**config.mk**
```make
export PLATFORM = sky130hd
export DESIGN_NAME = fieldbus_message_handshake
export DESIGN_NICKNAME = d
export VERILOG_FILES = /design/src/shared/fieldbus_message_handshake_pkg.sv /design/src/verilog/msg_byte_store.sv /design/src/verilog/fieldbus_message_handshake.sv
export VERILOG_INCLUDE_DIRS = /design/src /design/src/shared
export SDC_FILE = /design/constraint.sdc
export NUM_CORES = 1
export LEC_CHECK = 0
export ABC_CLOCK_PERIOD_IN_PS = 4500
export BUFFER_PORTS_ARGS = -buffer_cell sky130_fd_sc_hd__clkbuf_2
export CAP_MARGIN = 20
export CORE_MARGIN = 5
export CORE_UTILIZATION = 51
export CTS_BUF_LIST = sky130_fd_sc_hd__clkbuf_8
export DETAILED_ROUTE_END_ITERATION = 10
export GPL_ROUTABILITY_DRIVEN = 0
export PLACE_DENSITY = 0.67
export SYNTH_ARGS = -nofsm -noshare
export SYNTH_HDL_FRONTEND = slang
export SYNTH_SLANG_ARGS = --single-unit
```
**constraint.sdc**
```tcl
create_clock -name clk_sys_i -period 4.5 [get_ports clk_sys_i]
set_input_delay 0.9 -clock clk_sys_i [delete_from_list [all_inputs] [get_ports clk_sys_i]]
set_output_delay 0.9 -clock clk_sys_i [all_outputs]
set_load 0.01 [all_outputs]
```
**src/shared/fieldbus_message_handshake_consts.svh**
```systemverilog
// constants for the fieldbus message handshake block: offsets, fields, resets, timing
`ifndef FIELDBUS_MESSAGE_HANDSHAKE_CONSTS_SVH
`define FIELDBUS_MESSAGE_HANDSHAKE_CONSTS_SVH

// message window in the cyclic data images
`define MSG_BASE_OFS 5'h10
`define HSK_OFS 5'h1f
`define HSK_IDX 4'hf
`define RESP_LAST_IDX 4'he
`define CMD_LEN 4'hc

// handshake byte fields
`define HSK_TOGGLE_BIT 7
`define HSK_CLEAR_BIT 0
`define HSK_RESET 8'h00

// function codes
`define FC_READ 8'h03
`define FC_WRITE 8'h10
`define FC_ERR_FLAG 8'h80
`define ERR_ITEM_COUNT 8'h02
`define ERR_CODE_FUNC 8'h01
`define ERR_CODE_COUNT 8'h03

// timing
`define CLK_PERIOD_NS 10
`define ALIVE_PERIOD_MS 64
`define ALIVE_TICKS ((`ALIVE_PERIOD_MS * 1000000) / `CLK_PERIOD_NS)

`endif

```
**src/shared/fieldbus_message_handshake_pkg.sv**
```systemverilog
// types for the fieldbus message handshake block
package fieldbus_message_handshake_pkg;

  typedef enum logic [2:0] {
    ST_IDLE  = 3'b000,
    ST_FETCH = 3'b001,
    ST_SEND  = 3'b010,
    ST_WAIT  = 3'b011,
    ST_RECV  = 3'b100,
    ST_DONE  = 3'b101
  } state_e;

  typedef struct packed {
    state_e state;
    logic handshake_toggle_out;
    logic clear;
    logic toggle_seen;
    logic handshake_toggle_in;
    logic [3:0] alive_counter;
    logic [31:0] tick;
    logic [3:0] idx;
    logic [1:0] word;
    logic [11:0][7:0] cmd;
    logic [3:0][15:0] rd_words;
    logic err;
    logic [7:0] err_code;
    logic drv_req;
    logic drv_write;
    logic [15:0] drv_reg;
    logic [15:0] drv_wdata;
  } hsk_state_s;

endpackage

```
**src/verilog/msg_byte_store.sv**
```systemverilog
// small byte memory with one write port and a registered read port
`timescale 1ns/1ps
module msg_byte_store #(
  parameter int WIDTH = 8,
  parameter int DEPTH = 16,
  parameter int AW = 4
) (
  // clock and reset
  input wire logic clk_sys_i,
  input wire logic arst_n_i,
  // write port
  input wire logic wr_en_i,
  input wire logic [AW-1:0] wr_addr_i,
  input wire logic [WIDTH-1:0] wr_data_i,
  // read port
  input wire logic [AW-1:0] rd_addr_i,
  output logic [WIDTH-1:0] rd_data_o
);

  logic [WIDTH-1:0] mem [DEPTH];

  // storage has no reset; only the read register is cleared
  always_ff @(posedge clk_sys_i) begin
    if (wr_en_i) begin
      mem[wr_addr_i] <= wr_data_i;
    end
  end

  // read data always comes out of a flip-flop
  always_ff @(posedge clk_sys_i or negedge arst_n_i) begin
    if (!arst_n_i) begin
      rd_data_o <= '0;
    end else begin
      rd_data_o <= mem[rd_addr_i];
    end
  end

endmodule

```
**src/verilog/fieldbus_message_handshake.sv**
```systemverilog
// toggle-bit mailbox that turns cyclic command bytes into drive register accesses
`timescale 1ns/1ps
`include "fieldbus_message_handshake_consts.svh"
module fieldbus_message_handshake #(
  parameter int ALIVE_TICKS = `ALIVE_TICKS
) (
  // clock and reset
  input wire logic clk_sys_i,
  input wire logic arst_n_i,
  // cyclic output image from master, byte writes
  input wire logic out_wr_i,
  input wire logic [4:0] out_addr_i,
  input wire logic [7:0] out_data_i,
  // cyclic input image to master, registered byte reads
  input wire logic [4:0] in_addr_i,
  output logic [7:0] in_data_o,
  // drive register access port
  output logic drv_req_o,
  output logic drv_write_o,
  output logic [15:0] drv_reg_o,
  output logic [15:0] drv_wdata_o,
  input wire logic drv_ack_i,
  input wire logic drv_err_i,
  input wire logic [7:0] drv_err_code_i,
  input wire logic [15:0] drv_rdata_i
);

  fieldbus_message_handshake_pkg::hsk_state_s s;
  fieldbus_message_handshake_pkg::hsk_state_s n;

  logic cmd_wr;
  logic [7:0] cmd_rd_data;
  logic resp_wr;
  logic [3:0] resp_addr;
  logic [7:0] resp_data;
  logic hs_eff;
  logic [2:0] nwords;
  logic fc_ok;
  logic cnt_ok;

  ////////////////////////////////////////////////////////////////////////////
  // helpers

  // byte lies inside the message window of an image
  function automatic logic in_window(input logic [4:0] addr);
    in_window = (addr >= `MSG_BASE_OFS);
  endfunction

  // exchange status code from the sequencer state
  function automatic logic [1:0] status_of(input fieldbus_message_handshake_pkg::state_e st);
    case (st)
      fieldbus_message_handshake_pkg::ST_FETCH: status_of = 2'h1;
      fieldbus_message_handshake_pkg::ST_SEND: status_of = 2'h1;
      fieldbus_message_handshake_pkg::ST_WAIT: status_of = 2'h2;
      fieldbus_message_handshake_pkg::ST_RECV: status_of = 2'h3;
      default: status_of = 2'h0;
    endcase
  endfunction

  // response byte at a given index of the message window
  function automatic logic [7:0] resp_byte(input fieldbus_message_handshake_pkg::hsk_state_s st,
                                           input logic [3:0] idx);
    logic [1:0] k;
    k = 2'(idx - 4'h4 >> 1);
    resp_byte = 8'h00;
    case (idx)
      4'h0: resp_byte = st.err ? (st.cmd[0] | `FC_ERR_FLAG) : st.cmd[0];
      4'h1: resp_byte = st.err ? 8'h00 : st.cmd[1];
      4'h2: resp_byte = st.err ? 8'h00 : st.cmd[2];
      4'h3: resp_byte = st.err ? `ERR_ITEM_COUNT : st.cmd[3];
      4'h5: resp_byte = st.err ? st.err_code : 8'h00;
      default: resp_byte = 8'h00;
    endcase
    // read data only; writes leave the data bytes zero, errors put the error code in byte 5
    if (!st.err && st.cmd[0] == `FC_READ && idx >= 4'h4 && idx <= 4'hb &&
        {1'b0, k} < st.cmd[3][3:1]) begin
      resp_byte = idx[0] ? st.rd_words[k][7:0] : st.rd_words[k][15:8];
    end
  endfunction

  ////////////////////////////////////////////////////////////////////////////
  // message byte stores

  // command bytes land here; the handshake byte is decoded, not stored
  assign cmd_wr = out_wr_i && in_window(out_addr_i) && out_addr_i != `HSK_OFS;

  msg_byte_store #(.WIDTH(8), .DEPTH(16), .AW(4)) u_cmd_store (
    .clk_sys_i(clk_sys_i),
    .arst_n_i(arst_n_i),
    .wr_en_i(cmd_wr),
    .wr_addr_i(out_addr_i[3:0]),
    .wr_data_i(out_data_i),
    .rd_addr_i(s.idx),
    .rd_data_o(cmd_rd_data)
  );

  // response store also holds the handshake byte in its last slot, rewritten every cycle except in ST_RECV
  msg_byte_store #(.WIDTH(8), .DEPTH(16), .AW(4)) u_resp_store (
    .clk_sys_i(clk_sys_i),
    .arst_n_i(arst_n_i),
    .wr_en_i(resp_wr),
    .wr_addr_i(resp_addr),
    .wr_data_i(resp_data),
    .rd_addr_i(in_addr_i[3:0]),
    .rd_data_o(in_data_o)
  );

  ////////////////////////////////////////////////////////////////////////////
  // next-state logic

  // toggle reads as zero while the clear bit is held
  assign hs_eff = s.clear ? 1'b0 : s.handshake_toggle_out;
  assign nwords = s.cmd[3][3:1];
  assign fc_ok = (s.cmd[0] == `FC_READ) || (s.cmd[0] == `FC_WRITE);
  assign cnt_ok = !s.cmd[3][0] && nwords != 3'h0 && nwords <= 3'h4 && s.cmd[3][7:4] == 4'h0;

  always_comb begin
    n = s;
    resp_wr = 1'b1;
    resp_addr = `HSK_IDX;
    // handshake byte echoes the last completed toggle, so it tracks history
    resp_data = {s.handshake_toggle_in, status_of(s.state), s.alive_counter, 1'b0};

    // free-running alive counter, wraps after 15
    if (s.tick >= 32'(ALIVE_TICKS - 1)) begin
      n.tick = '0;
      n.alive_counter = s.alive_counter + 4'h1;
    end else begin
      n.tick = s.tick + 32'h1;
    end

    // handshake output byte: bit 7 toggle, bit 0 clear, bits 1 to 6 dropped
    if (out_wr_i && out_addr_i == `HSK_OFS) begin
      n.handshake_toggle_out = out_data_i[`HSK_TOGGLE_BIT];
      n.clear = out_data_i[`HSK_CLEAR_BIT];
      if (s.clear && !out_data_i[`HSK_CLEAR_BIT]) begin
        n.handshake_toggle_in = 1'b0;
      end
    end

    case (s.state)
      fieldbus_message_handshake_pkg::ST_IDLE: begin
        if (hs_eff != s.toggle_seen) begin
          n.toggle_seen = hs_eff;
          n.err = 1'b0;
          n.err_code = 8'h00;
          n.rd_words = '0;
          n.idx = 4'h0;
          n.word = 2'h0;
          n.state = fieldbus_message_handshake_pkg::ST_FETCH;
        end
      end
      fieldbus_message_handshake_pkg::ST_FETCH: begin
        // store read has one cycle of latency, so byte idx-1 arrives now
        if (s.idx != 4'h0) begin
          n.cmd[s.idx - 4'h1] = cmd_rd_data;
        end
        if (s.idx == `CMD_LEN) begin
          if (!fc_ok || !cnt_ok) begin
            n.err = 1'b1;
            n.err_code = !fc_ok ? `ERR_CODE_FUNC : `ERR_CODE_COUNT;
            n.idx = 4'h0;
            n.state = fieldbus_message_handshake_pkg::ST_RECV;
          end else begin
            n.state = fieldbus_message_handshake_pkg::ST_SEND;
          end
        end else begin
          n.idx = s.idx + 4'h1;
        end
      end
      fieldbus_message_handshake_pkg::ST_SEND: begin
        // values pass through untouched: raw binary, two's complement kept
        n.drv_req = 1'b1;
        n.drv_write = (s.cmd[0] == `FC_WRITE);
        n.drv_reg = {s.cmd[1], s.cmd[2]} + {14'h0, s.word};
        n.drv_wdata = {s.cmd[4'(4'h4 + {s.word, 1'b0})], s.cmd[4'(4'h5 + {s.word, 1'b0})]};
        n.state = fieldbus_message_handshake_pkg::ST_WAIT;
      end
      fieldbus_message_handshake_pkg::ST_WAIT: begin
        if (drv_ack_i) begin
          n.drv_req = 1'b0;
          n.idx = 4'h0;
          if (drv_err_i) begin
            n.err = 1'b1;
            n.err_code = drv_err_code_i;
            n.state = fieldbus_message_handshake_pkg::ST_RECV;
          end else begin
            n.rd_words[s.word] = s.drv_write ? 16'h0000 : drv_rdata_i;
            if ({1'b0, s.word} == nwords - 3'h1) begin
              n.state = fieldbus_message_handshake_pkg::ST_RECV;
            end else begin
              n.word = s.word + 2'h1;
              n.state = fieldbus_message_handshake_pkg::ST_SEND;
            end
          end
        end
      end
      fieldbus_message_handshake_pkg::ST_RECV: begin
        // fill response bytes before the toggle is mirrored
        resp_addr = s.idx;
        resp_data = resp_byte(s, s.idx);
        if (s.idx == `RESP_LAST_IDX) begin
          n.state = fieldbus_message_handshake_pkg::ST_DONE;
        end else begin
          n.idx = s.idx + 4'h1;
        end
      end
      fieldbus_message_handshake_pkg::ST_DONE: begin
        n.handshake_toggle_in = s.toggle_seen;
        n.state = fieldbus_message_handshake_pkg::ST_IDLE;
      end
      default: begin
        n.state = fieldbus_message_handshake_pkg::ST_IDLE;
      end
    endcase

    // clear held: abandon any exchange and rest toggle_seen at zero; the echoed toggle clears on release
    if (n.clear) begin
      n.toggle_seen = 1'b0;
      n.drv_req = 1'b0;
      n.state = fieldbus_message_handshake_pkg::ST_IDLE;
    end
  end

  ////////////////////////////////////////////////////////////////////////////
  // state register

  always_ff @(posedge clk_sys_i or negedge arst_n_i) begin
    if (!arst_n_i) begin
      s <= '0;
      s.state <= fieldbus_message_handshake_pkg::ST_IDLE;
    end else begin
      s <= n;
    end
  end

  // drive port straight from the state flops
  assign drv_req_o = s.drv_req;
  assign drv_write_o = s.drv_write;
  assign drv_reg_o = s.drv_reg;
  assign drv_wdata_o = s.drv_wdata;

endmodule

```
==> reports/metrics.yaml <==
drv_slew: 0
ys_ff_latch: 524
h-tree-depth: 3
overflow: 0
io_buffers: 87
die-height_um: 220
worstSetupEndpointType: "flip-flop"
coreArea_mm2: 0.0434
period_share_pct: 72.7
status: "finished clean"
worst_pin_slew_ps: 1140
dpl.hpwl_mm: 31.3
ios: 89
cts_max_path_buffers: 3
hold_viol_final: 0
antenna_found_initial: 2
rsz0062_at_grt: "no"
avgSynthCellArea_um2: 15.9
area_growth_pct: 11.9
hold_path.class: "input port to async pin"
nets: 1592
yosysTopAreaCell: "edfxtp_1"
ys_types: 79
initial_core_util_pct: 51.8
grt_pass1_wl_mm: 76.9
drive_above_1_share_pct: 31.7
drc: 0
track_usage_pct: 21.0
synth_ff_type: "dfrtp_1"
cts_hold_buffers: 0
worstPathArrival_ps: 3600
n_fill_cell: 3423
cp.required_ps: 4820
crit_type: "flip-flop to flip-flop"
syn_inst: 1412
grt_max_degree: 120
power.density_mw_per_mm2: 532
timing.hold.ws_ps: 282
maxCapViolations: 0
vdd_drop_max_v: 0.000310
setup_tns_ps: 0
routed_wl_mm: 49.1
synth_area_leaders: "edfxtp_1 34%, dfrtp_1 30%, mux4_2 11%, mux2_2 5.0%, a22o_1 2.5%"
first_global_vias: 13000
avgViaCountPerCell: 5.71
synth.top_cell.area_share_pct: 34.2
netlist_area_mm2: 0.0225
clk_latency_ps: 670
drtIter0Drc: 1239
dp_cells: 2019
rows: 76
cts-resized-gates: 0
path_max_fanout: 25
cts_sinks: 524
fin_crit_ps: 3270
async_flop_share_pct: 51.1
synth_warnings: 0
wl_per_cell_um: 22.5
cts_buffers: 88
setup_viol: 0
slew_headroom_pct: 23.9
ys_seq_area_share_pct: 64.1
vias: 12500
drt_pass1_iterations: 5
cellLeakagePower_nw: 10.1
instances_no_fill: 2184
start_kind: "flip-flop"
dieArea_mm2: 0.0483
finalClockSkew_ps: 24.6
synth_edf_count: 256
cts_tree: "done"
die_w_um: 220
fmax_ghz: 0.306
ant_nets: 0
cts.reportedPaths.clkPinSlew_ps: 60
cts_root_buf: "clkbuf_8"
cts_setup_buffers: 0
==> path summary, 6_finish.rpt <==
check	startpoint	end	slack, ps	cells after the start
worst max-delay path	s[206]	u_resp_store.mem[3][0]	1230	5
worst min-delay path	arst_n_i	drv_wdata_o[0]	280	1
worst max register to register	s[206]	u_resp_store.mem[3][0]	1230	5
worst min register to register	drv_reg_o[10]	drv_reg_o[10]	480	2
max in group asynchronous	arst_n_i	s[45]	3090	2
min in group clk_sys_i	drv_err_code_i[2]	s[36]	470	3
==> Yosys cell counts, types with 4 or more instances <==
cell / number
nand2_2: 4
nand3_1: 20
a222oi_1: 7
mux2i_1: 13
xnor2_1: 13
buf_4: 40
dfrtp_1: 268
clkbuf_1: 28
a22o_1: 65
inv_1: 24
nand4_1: 6
a22oi_1: 5
nor2_4: 6
nor2_8: 9
a21oi_1: 19
clkbuf_2: 4
and2_1: 6
nor3_1: 13
mux2_2: 100
ha_1: 18
and3_1: 5
xor2_1: 26
nor4_1: 7
nor2_1: 67
nand2_1: 132
edfxtp_1: 256
buf_6: 4
nand2b_1: 8
o21ai_0: 29
mux4_2: 112
nand2_4: 4
buf_2: 18
a31oi_1: 4
buf_1: 6
==> area by class of cell <==
| type | instances | area (um^2) | share of cell area, % |
|---|---|---|---|
| Clock buffer | 106 | 1460 | 5.81 |
| Inverter | 27 | 101 | 0.403 |
| Timing Repair Buffer | 108 | 621 | 2.47 |
| Tap cell | 585 | 732 | 2.91 |
| Sequential cell | 524 | 14400 | 57.3 |
| Antenna cell | 2 | 5.00 | 0.0199 |
| Clock inverter | 55 | 350 | 1.39 |
| Multi-Input combinational cell | 777 | 7460 | 29.7 |
==> layer usage <==
metal	track usage [%]	wire, um
met2	32.6	23400
met5	0	0
met3	4.56	3060
met1	30.0	21400
met4	6.89	1260
==> cell usage in the layout, fill, tap and decap left out, types with 8 or more instances in the layout <==
master and count:
xnor2_1 13, nand2_1 131, xor2_1 26, a22o_1 65
buf_4 17, clkbuf_8 106, mux2_2 100, o21ai_0 28
conb_1 17, nor2_1 67, nand2b_1 8, inv_1 49
a21oi_1 19, dfrtp_1 266, nor2_8 9, nor3_1 10
clkbuf_2 86, edfxtp_1 256, ha_1 18, mux4_2 112
nand3_1 20, mux2i_1 13, clkinv_2 15
==> per-stage QoR <==
stage | power (W) | area [um^2] | worst slack [ps] | util [%]
after detailed placement | 0.00920 | 23300 | 1260 | 53.7
after floorplan | 0.00834 | 22500 | 1600 | -
after CTS | 0.0135 | 25100 | 1250 | 57.9
final | 0.0134 | 25100 | 1230 | 57.9
after global routing | 0.0140 | 25100 | 990 | 57.9
after global placement | 0.00910 | 23300 | 1380 | 53.7
==> cell families (layout without fill, tap and decap cells) <==
logic type      count (synthesis)  after routing  synth area share, %
fa+ha+maj                      19             19                 1.09
other cells                     1             19               0.0167
mux                           228            228                 17.0
compound gates                164            164                 5.79
xor+xnor                       40             40                 1.59
buf+inv                       127            296                 3.05
flops                         524            524                 64.1
simple gates                  309            309                 7.36
==> where the power goes <==
| group | switching (W) | leakage, nW | internal (W) |
|---|---|---|---|
| clock network | 0.00190 | 1.03 | 0.00237 |
| registers | 0.000592 | 5.91 | 0.00574 |
| logic | 0.00161 | 3.18 | 0.00117 |
==> registers in the layout, indices dropped and copies added, names as in the netlist <==
| register | cells |
|---|---|
| s | 215 |
| u_cmd_store.mem | 128 |
| u_resp_store.mem | 128 |
| drv_reg_o | 16 |
| drv_wdata_o | 16 |
| u_cmd_store.rd_data_o | 8 |
| u_resp_store.rd_data_o | 8 |
| nwords | 3 |
| drv_req_o | 1 |
| drv_write_o | 1 |
==> worst max-delay path: stages (launching register included) <==
cell and delay, ps:
dfrtp_2 690, buf_4 450, ha_1 460, a222oi_1 230, o221a_2 310, nor2_1 750
Note: power is estimated with default switching activity, not from simulation.
